`src/common/actc_consts.vh`:
```
// Register map, field positions, reset values and timing counts for the channel block
`ifndef ACTC_CONSTS_VH
`define ACTC_CONSTS_VH

`define ACTC_OFS_RSVD       8'hd8
`define ACTC_OFS_RA_COUNT   8'hdc
`define ACTC_OFS_CFG        8'he0
`define ACTC_OFS_PIO        8'he4
`define ACTC_OFS_DMA        8'he8

`define ACTC_RST_RA_COUNT   32'h00000000
`define ACTC_RST_CFG        32'h65150100
`define ACTC_RST_PIO        32'h62dd62dd
`define ACTC_RST_DMA        32'h43924392

`define ACTC_CFG_WD_INT     14
`define ACTC_CFG_WD_EN      13
`define ACTC_CFG_WD_TMO     12
`define ACTC_CFG_IRQ        11
`define ACTC_CFG_BM_DONE    10
`define ACTC_CFG_WATCH      9
`define ACTC_CFG_TRISTATE   3
`define ACTC_CFG_CHRST      2
`define ACTC_CFG_BUFCMD     1
`define ACTC_CFG_CABLE      0

// Writable bits of the config word: timing fields and control bits
`define ACTC_CFG_WMASK      32'hffff620c

`define ACTC_WD_LIMIT       9'h100

`define ACTC_MODE_PIO       2'h0
`define ACTC_MODE_PIO_RDY   2'h1
`define ACTC_MODE_MDMA      2'h2
`define ACTC_MODE_UDMA      2'h3

`endif

```
`src/logic/actc_watchdog.v`:
```
// Wait-line watchdog counter with sticky timeout flag
`timescale 1ns/1ps
`include "actc_consts.vh"
module actc_watchdog (
	input  wire MCLK,
	input  wire RST_N,
	input  wire enable,
	input  wire watch,
	input  wire in_pio,
	input  wire ready,
	input  wire clear,
	output reg  timeout,
	output reg  counting
);
	reg  [8:0] count;
	wire       armed;

	// Monitoring stops while the flag stands
	assign armed = enable & watch & in_pio & ~timeout;

	always @(posedge MCLK or negedge RST_N) begin
		if (!RST_N) begin
			count <= 9'h000;
			timeout <= 1'b0;
			counting <= 1'b0;
		end else begin
			// [RULE23] restart on deassert
			if (!armed || ready) begin
				count <= 9'h000;
				counting <= 1'b0;
			end else if (count == `ACTC_WD_LIMIT - 9'h001) begin
				count <= 9'h000;
				counting <= 1'b0;
			end else begin
				count <= count + 9'h001;
				counting <= 1'b1;
			end
			// [RULE9] 256 clocks expire
			// [RULE10] write-one clear, set wins
			if (armed && !ready && count == `ACTC_WD_LIMIT - 9'h001)
				timeout <= 1'b1;
			else if (clear)
				timeout <= 1'b0;
		end
	end
endmodule

```
`src/logic/actc_strobe_timer.v`:
```
// Setup, active and recovery sequencer for one strobe cycle
`timescale 1ns/1ps
module actc_strobe_timer (
	input  wire       MCLK,
	input  wire       RST_N,
	input  wire       start,
	input  wire [3:0] setup_cnt,
	input  wire [5:0] active_cnt,
	input  wire [5:0] recov_cnt,
	input  wire       stretch,
	output reg        strobe,
	output reg        busy,
	output reg        done
);
	localparam ST_IDLE   = 2'h0;
	localparam ST_SETUP  = 2'h1;
	localparam ST_ACTIVE = 2'h2;
	localparam ST_RECOV  = 2'h3;

	reg [1:0] state;
	reg [5:0] count;

	// [RULE22] counts are host clocks
	always @(posedge MCLK or negedge RST_N) begin
		if (!RST_N) begin
			state <= ST_IDLE;
			count <= 6'h00;
			strobe <= 1'b0;
			busy <= 1'b0;
			done <= 1'b0;
		end else begin
			done <= 1'b0;
			case (state)
			ST_IDLE: begin
				if (start) begin
					state <= ST_SETUP;
					count <= {2'h0, setup_cnt};
					busy <= 1'b1;
				end
			end
			ST_SETUP: begin
				if (count == 6'h00) begin
					state <= ST_ACTIVE;
					count <= active_cnt;
					strobe <= 1'b1;
				end else begin
					count <= count - 6'h01;
				end
			end
			ST_ACTIVE: begin
				// Drive wait holds the strobe at its last count
				if (count == 6'h00 && !stretch) begin
					state <= ST_RECOV;
					count <= recov_cnt;
					strobe <= 1'b0;
				end else if (count != 6'h00) begin
					count <= count - 6'h01;
				end
			end
			ST_RECOV: begin
				if (count == 6'h00) begin
					state <= ST_IDLE;
					busy <= 1'b0;
					done <= 1'b1;
				end else begin
					count <= count - 6'h01;
				end
			end
			default: state <= ST_IDLE;
			endcase
		end
	end
endmodule

```
`src/logic/actc_channel.v`:
```
// Second-channel timing, configuration and status registers with strobe sequencing
`timescale 1ns/1ps
`include "actc_consts.vh"
//
// Operation
// [RULE1] Word D8 is reserved, read-only, read value unspecified.
// [RULE2] Bus-master PIO mode uses full 32-bit word-aligned byte count.
// [RULE3] PIO read-ahead mode uses only low 16 bits as count.
// [RULE4] Software writes zero to upper count half before read-ahead.
// [RULE5] Task-file address setup comes from config bits 31:28.
// [RULE6] Task-file active from bits 27:22, recovery from 21:16.
// [RULE7] Bit 14 set raises interrupt on watchdog expiry.
// [RULE8] Bit 13 enables or disables the wait-line watchdog.
// [RULE9] Wait deasserted 256 clocks sets timeout, continues, stops watching.
// [RULE10] Write one clears timeout bit 12; watching then resumes.
// [RULE11] Bit 11 shows drive interrupt line live, read-only.
// [RULE12] Bit 10 sets on bus-master completion, clears with start bit.
// [RULE13] Bit 9 enables wait-line watching and stretching of task-file cycles.
// [RULE14] Bits 15 and 8:4 read zero, read-only.
// [RULE15] Bit 3 floats all channel outputs; clear drives normally.
// [RULE16] Bit 2 holds drive reset asserted.
// [RULE17] Bit 1 sets on first command byte, clears when buffer drained.
// [RULE18] Bit 0 shows inverted cable-ID pin.
// [RULE19] PIO data uses per-drive setup, active, recovery fields.
// [RULE20] DMA timing uses same per-drive layout as PIO.
// [RULE21] Drive mode 00..11 selects PIO, PIO wait, DMA, UDMA.
// [RULE22] Counts are host clocks; fields follow the selected drive.
// [RULE23] Watchdog restarts at each deassertion, stops on reassertion.
module actc_channel (
	input  wire        MCLK,
	input  wire        RST_N,
	input  wire [7:0]  REG_ADDR,
	input  wire        REG_WR,
	input  wire        REG_RD,
	input  wire [31:0] REG_WDATA,
	output reg  [31:0] REG_RDATA,
	input  wire [1:0]  MODE_DRV0,
	input  wire [1:0]  MODE_DRV1,
	input  wire        BM_START,
	input  wire        BM_MODE,
	input  wire        XFER_REQ,
	input  wire        XFER_TASKFILE,
	input  wire        XFER_DRIVE,
	input  wire        XFER_DMA,
	output wire        XFER_BUSY,
	output wire        XFER_DONE,
	output reg  [31:0] BYTES_LEFT,
	output wire        BM_COMPLETE,
	input  wire        CMD_BYTE_IN,
	input  wire        BUF_EMPTY,
	input  wire        DRIVE_IRQ,
	input  wire        WAIT_READY,
	input  wire        CABLE_ID_N,
	output wire        STROBE_N,
	output wire        STROBE_OE,
	output wire        DRIVE_RST_N,
	output wire        DRIVE_RST_OE,
	output wire        WD_IRQ
);
	reg  [31:0] read_ahead_byte_count;
	reg  [31:0] cfg;
	reg  [31:0] pio_strobe_timing;
	reg  [31:0] dma_strobe_timing;
	reg         bm_done;
	reg         buf_cmd;
	reg         bm_start_d;
	reg         active_xfer;
	reg  [15:0] pick_timing;
	wire        timeout;
	wire        wd_counting;
	wire        strobe;
	wire        busy;
	wire        done;
	wire [1:0]  drv_mode;
	wire        mode_watch;
	wire        watch_on;
	wire        clear_tmo;
	wire [3:0]  t_setup;
	wire [5:0]  t_active;
	wire [5:0]  t_recov;
	wire [31:0] cfg_view;

	// Selects one drive's 16-bit timing half
	function [15:0] drive_half;
		input [31:0] word;
		input        drv;
		begin
			drive_half = drv ? word[31:16] : word[15:0];
		end
	endfunction

	assign drv_mode = XFER_DRIVE ? MODE_DRV1 : MODE_DRV0;
	// [RULE21] any non-zero mode watches wait line
	assign mode_watch = (drv_mode != `ACTC_MODE_PIO);
	// [RULE13] task-file watch bit
	assign watch_on = XFER_TASKFILE ? cfg[`ACTC_CFG_WATCH] : mode_watch;

	// [RULE5] task-file setup field
	// [RULE6] task-file active and recovery
	// [RULE19] per-drive PIO fields
	// [RULE20] per-drive DMA fields
	// [RULE22] drive select picks half
	always @* begin
		if (XFER_TASKFILE)
			pick_timing = cfg[31:16];
		else if (XFER_DMA)
			pick_timing = drive_half(dma_strobe_timing, XFER_DRIVE);
		else
			pick_timing = drive_half(pio_strobe_timing, XFER_DRIVE);
	end
	assign t_setup = pick_timing[15:12];
	assign t_active = pick_timing[11:6];
	assign t_recov = pick_timing[5:0];

	actc_strobe_timer u_timer (
		.MCLK       (MCLK),
		.RST_N      (RST_N),
		.start      (XFER_REQ & ~busy),
		.setup_cnt  (t_setup),
		.active_cnt (t_active),
		.recov_cnt  (t_recov),
		.stretch    (watch_on & ~XFER_DMA & ~timeout & ~WAIT_READY),
		.strobe     (strobe),
		.busy       (busy),
		.done       (done)
	);

	// [RULE10] write one to bit 12
	assign clear_tmo = REG_WR && REG_ADDR == `ACTC_OFS_CFG && REG_WDATA[`ACTC_CFG_WD_TMO];

	actc_watchdog u_wd (
		.MCLK     (MCLK),
		.RST_N    (RST_N),
		// [RULE8] watchdog enable
		.enable   (cfg[`ACTC_CFG_WD_EN]),
		.watch    (watch_on),
		.in_pio   (busy & ~XFER_DMA & strobe),
		.ready    (WAIT_READY),
		.clear    (clear_tmo),
		.timeout  (timeout),
		.counting (wd_counting)
	);

	// [RULE7] interrupt on expiry
	assign WD_IRQ = cfg[`ACTC_CFG_WD_INT] & timeout;

	assign XFER_BUSY = busy;
	assign XFER_DONE = done;
	// [RULE15] float channel outputs
	assign STROBE_OE = ~cfg[`ACTC_CFG_TRISTATE];
	assign DRIVE_RST_OE = ~cfg[`ACTC_CFG_TRISTATE];
	assign STROBE_N = ~strobe;
	// [RULE16] hold drive reset
	assign DRIVE_RST_N = ~cfg[`ACTC_CFG_CHRST];
	assign BM_COMPLETE = bm_done;

	// [RULE11] live irq, [RULE18] inverted cable pin, [RULE14] zeros
	assign cfg_view = {cfg[31:16], 1'b0, cfg[`ACTC_CFG_WD_INT], cfg[`ACTC_CFG_WD_EN],
		timeout, DRIVE_IRQ, bm_done, cfg[`ACTC_CFG_WATCH], 5'h00,
		cfg[`ACTC_CFG_TRISTATE], cfg[`ACTC_CFG_CHRST], buf_cmd, ~CABLE_ID_N};

	// Register writes and status flags
	always @(posedge MCLK or negedge RST_N) begin
		if (!RST_N) begin
			read_ahead_byte_count <= `ACTC_RST_RA_COUNT;
			cfg <= `ACTC_RST_CFG;
			pio_strobe_timing <= `ACTC_RST_PIO;
			dma_strobe_timing <= `ACTC_RST_DMA;
			bm_done <= 1'b0;
			buf_cmd <= 1'b0;
			bm_start_d <= 1'b0;
			active_xfer <= 1'b0;
			BYTES_LEFT <= 32'h00000000;
		end else begin
			bm_start_d <= BM_START;
			if (REG_WR) begin
				case (REG_ADDR)
				`ACTC_OFS_RA_COUNT: read_ahead_byte_count <= REG_WDATA;
				`ACTC_OFS_CFG: cfg <= REG_WDATA & `ACTC_CFG_WMASK;
				`ACTC_OFS_PIO: pio_strobe_timing <= REG_WDATA;
				`ACTC_OFS_DMA: dma_strobe_timing <= REG_WDATA;
				default: cfg <= cfg;
				endcase
			end
			// Count loads on start edge; word aligned, low two bits dropped
			if (BM_START && !bm_start_d) begin
				active_xfer <= 1'b1;
				// [RULE2] full 32-bit count
				// [RULE3] low 16 bits only
				if (BM_MODE)
					BYTES_LEFT <= {read_ahead_byte_count[31:2], 2'h0};
				else
					BYTES_LEFT <= {16'h0000, read_ahead_byte_count[15:2], 2'h0};
			end else if (active_xfer && done && !XFER_TASKFILE) begin
				if (BYTES_LEFT <= 32'h00000004) begin
					BYTES_LEFT <= 32'h00000000;
					active_xfer <= 1'b0;
				end else begin
					BYTES_LEFT <= BYTES_LEFT - 32'h00000004;
				end
			end
			// [RULE12] completion set wins over clear
			if (active_xfer && BM_MODE && done && !XFER_TASKFILE
				&& BYTES_LEFT <= 32'h00000004)
				bm_done <= 1'b1;
			else if (!BM_START)
				bm_done <= 1'b0;
			// [RULE17] buffered command flag
			if (CMD_BYTE_IN)
				buf_cmd <= 1'b1;
			else if (BUF_EMPTY)
				buf_cmd <= 1'b0;
		end
	end

	// [RULE1] reserved word reads zero
	always @(posedge MCLK or negedge RST_N) begin
		if (!RST_N) begin
			REG_RDATA <= 32'h00000000;
		end else if (REG_RD) begin
			case (REG_ADDR)
			`ACTC_OFS_RSVD: REG_RDATA <= 32'h00000000;
			`ACTC_OFS_RA_COUNT: REG_RDATA <= read_ahead_byte_count;
			`ACTC_OFS_CFG: REG_RDATA <= cfg_view;
			`ACTC_OFS_PIO: REG_RDATA <= pio_strobe_timing;
			`ACTC_OFS_DMA: REG_RDATA <= dma_strobe_timing;
			default: REG_RDATA <= 32'h00000000;
			endcase
		end
	end
endmodule

```
`config.mk`:
```
export PLATFORM = sky130hd
export DESIGN_NAME = actc_channel
export DESIGN_NICKNAME = d
export VERILOG_FILES = /design/src/logic/actc_watchdog.v /design/src/logic/actc_strobe_timer.v /design/src/logic/actc_channel.v
export VERILOG_INCLUDE_DIRS = /design/src /design/src/common
export SDC_FILE = /design/constraint.sdc
export NUM_CORES = 1
export LEC_CHECK = 0
export BUFFER_PORTS_ARGS = -buffer_cell sky130_fd_sc_hd__buf_2
export CAP_MARGIN = 20
export CORE_ASPECT_RATIO = 2
export CORE_MARGIN = 1
export CORE_UTILIZATION = 58
export CTS_BUF_LIST = sky130_fd_sc_hd__clkbuf_4 sky130_fd_sc_hd__clkbuf_8 sky130_fd_sc_hd__clkbuf_16
export DETAILED_ROUTE_END_ITERATION = 8
export GPL_ROUTABILITY_DRIVEN = 0
export PLACE_DENSITY_LB_ADDON = 0.08
export SKIP_CTS_REPAIR_TIMING = 1
export SLEW_MARGIN = 20
export SYNTH_ARGS = -nofsm -noshare
export SYNTH_HDL_FRONTEND = slang
export SYNTH_SLANG_ARGS = --single-unit
export TNS_END_PERCENT = 20
```
`constraint.sdc`:
```
create_clock -name MCLK -period 3 [get_ports MCLK]
set_input_delay 0 -clock MCLK [delete_from_list [all_inputs] [get_ports MCLK]]
set_output_delay 0 -clock MCLK [all_outputs]
set_load 0.02 [all_outputs]
```
==> metrics <==
Post-Synth Adder-Cell Area 1.244%; Register Area 0.005151 mm²; 1st-iter DRT viols 691; # H-tree levels 1; Fill cells 1194; Final Cycle Share 86.89%; Compound-Gate Fraction of Synth Area 15.39%; antenna-violating nets left 0; initial antenna violation count 1; die extent in y 188.2 µm; Post-Synth Simple-Gate Area 8.909%; area of placed instances 0.01095 mm²; Clk Latency, worst-skew pair 500 ps; share of layout cells above drive strength 1 37.12%; vias per cell 6.563; detailed-route DRC error count 0; crit path launch BYTES_LEFT[10]; Die X 95.11 µm; PortBufs 128; CP max FO 8; most frequent cells in the layout dfrtp_1 (167), buf_2 (127), mux2_2 (120); Setup CP Type reg2reg; CTS tree done; number of buffers created by CTS 20; gr usage total 35.17%; fmax 383.6 MHz; Worst-path clk slew 70 ps; fin. max-slew vios 0; clock buffer depth 3; worst min path class in2reg; design area 0.01215 mm²; Final Hold Viols 0; first-pass GRT wire length 46650 µm; footprint of the multi-input gates 0.004514 mm²; crit start category flop; Max Cap Viol 0; Netlist Area Pre-Place 0.01006 mm²; grt total ovfl 0; peak supply drop 0.0005131 V; met2 Use GR 59.78%; worst rel slew slack 43.58%; register area share after synthesis 51.23%; Post-Route Skew 9.800 ps; GR peak layer met2; Power Total 0.008193 W; Final min period 2607 ps; multiplexer share of the synthesized area 18.02%; P&R area growth vs syn 20.82%; asr flop ratio synth 100.0%; Yosys cell types 70; YS warnings 0; hpwl dp 21600 µm; Slew @ Worst Pin 846.3 ps; pin count of the biggest net entering global routing 98; start of the worst register-to-register path BYTES_LEFT[10]; hold wc startpoint CABLE_ID_N; final setup fails 0; row count 67; arrival time worst endpoint 2990 ps; area of the die 0.01790 mm²; DRT Wirelength 30460 µm; leakage 5.600 nW; syn avg cell area 11.75 µm²; # IOs 131; status finished, final reports clean; RSZ-0062 raised after global routing false; clock sink total 204; Pre-antenna DRT Iters 7; most common cell after layout, fill and taps aside dfrtp_1; Critical Path End Type flop; required time of the critical path 3380 ps; vias in the first global route 8354; met3 usage 6.538%; Pwr per Cell Area 674.4 mW/mm²; WL per Instance 24.65 µm; setup TNS 0 ps; Clock Root Buffer clkbuf_16; n_diodes 0; core area 0.01685 mm²; Initial Utilization 59.68%; leading register cell type out of synthesis dfrtp_1; Nets 1084; fin util 72.10%; Synth Register Bits 204; detailed-route via count 8112; met1 usage 38.37%; largest family of logic cells by synthesized area multiplexers; XOR/XNOR share of the synthesized area 1.045%; synthesized instance count 856; number of synthesized flops with an enable pin 0
-- layout make-up --
class                   count  area share, %
flip-flops and latches    204          42.40
multi-input cells         550          37.16
well taps                 207          2.132
clock buffers              25          4.624
repair buffers            190          10.21
clock inverters            11          1.967
inverters                  49          1.514
-- report_power, final --
part           leakage [nW]  switching, W  internal, W
registers              2.64      0.000263      0.00300
logic                  2.57       0.00112     0.000773
clock network         0.387       0.00110      0.00194
total                  5.60       0.00248      0.00571
-- cell usage after synthesis (3+ instances only) --
cell type	n	area share, %
o21ai_1	3	0.15
inv_1	48	1.8
a21oi_1	20	1.0
o311ai_0	5	0.44
nand2_1	45	1.7
a22o_1	3	0.26
a21boi_0	27	2.0
xnor2_1	8	0.70
nand3_1	14	0.70
a22oi_1	5	0.37
mux2_2	120	13
a21o_1	3	0.22
ha_1	10	1.2
buf_4	3	0.22
mux4_2	16	3.6
dfrtp_1	167	42
and2_1	6	0.37
nor4_1	9	0.56
a31oi_1	5	0.31
nor3_1	21	1.0
clkbuf_1	35	1.3
o22ai_1	34	2.1
mux2i_1	10	1.0
nor2_1	25	0.93
a31o_2	7	0.61
buf_1	12	0.45
o31ai_1	9	0.67
xor2_1	4	0.35
nand4_1	5	0.31
and3_1	5	0.31
or3_1	6	0.37
nand2b_1	9	0.56
a211o_1	3	0.26
o221ai_1	3	0.26
o21ai_0	29	1.4
dfstp_2	37	9.7
o211ai_1	4	0.30
a32oi_1	4	0.35
a222oi_1	32	3.2
nor2b_1	4	0.25
-- flip-flops by register name, summed over array words and instances (netlist names) --
register               cells
u_timer.done               1
u_timer.count              6
active_xfer                1
buf_cmd                    1
u_wd.count                 9
BYTES_LEFT                30
BM_COMPLETE                1
u_timer.state              2
u_wd.timeout               1
REG_RDATA                 32
pio_strobe_timing         32
u_timer.strobe             1
read_ahead_byte_count     32
u_timer.busy               1
bm_start_d                 1
cfg                       21
dma_strobe_timing         32
-- cells by family after synthesis --
| kind of cell | Yosys count |
|---|---|
| flops | 204 |
| fa+ha+maj | 10 |
| xor+xnor | 12 |
| simple gates | 169 |
| other cells | 1 |
| mux | 146 |
| buf+inv | 103 |
| compound gates | 211 |
-- metrics by stage --
stage / setup slack, ps / hold WS, ps / std cells
after floorplan: 530.8 / -295.6 / 857
after global placement: 594.1 / 112.1 / 1160
after detailed placement: 509.0 / 126.5 / 1160
after CTS: 474.9 / -388.2 / 1196
after global routing: 260.4 / 88.30 / 1236
final: 393.2 / 36.09 / 1236
-- routing by layer --
layer | routed length [µm] | vias up
li1 | - | 3552
met1 | 10340 | 4035
met2 | 15840 | 408
met3 | 1962 | 117
met4 | 2320 | 0
met5 | 0 | -
-- worst max-delay path, cell delays in order, from the launching register on --
cell and delay [ps]:
dfrtp_1 440, or4_4 590, nor4_4 450, nand4_1 250
nand2_1 350, nor3_1 110, a221o_1 290
-- worst paths after layout --
kind	end	slack [ps]	depth (start not counted)
min in group asynchronous	BYTES_LEFT[11]	120	2
max reg2reg	BYTES_LEFT[11]	390	6
max in group asynchronous	pio_strobe_timing[22]	2020	3
max	BYTES_LEFT[11]	390	6
min	REG_RDATA[0]	40	5
min reg2reg	u_wd.timeout	490	1
No activity file was read; power rests on OpenSTA's default activity.
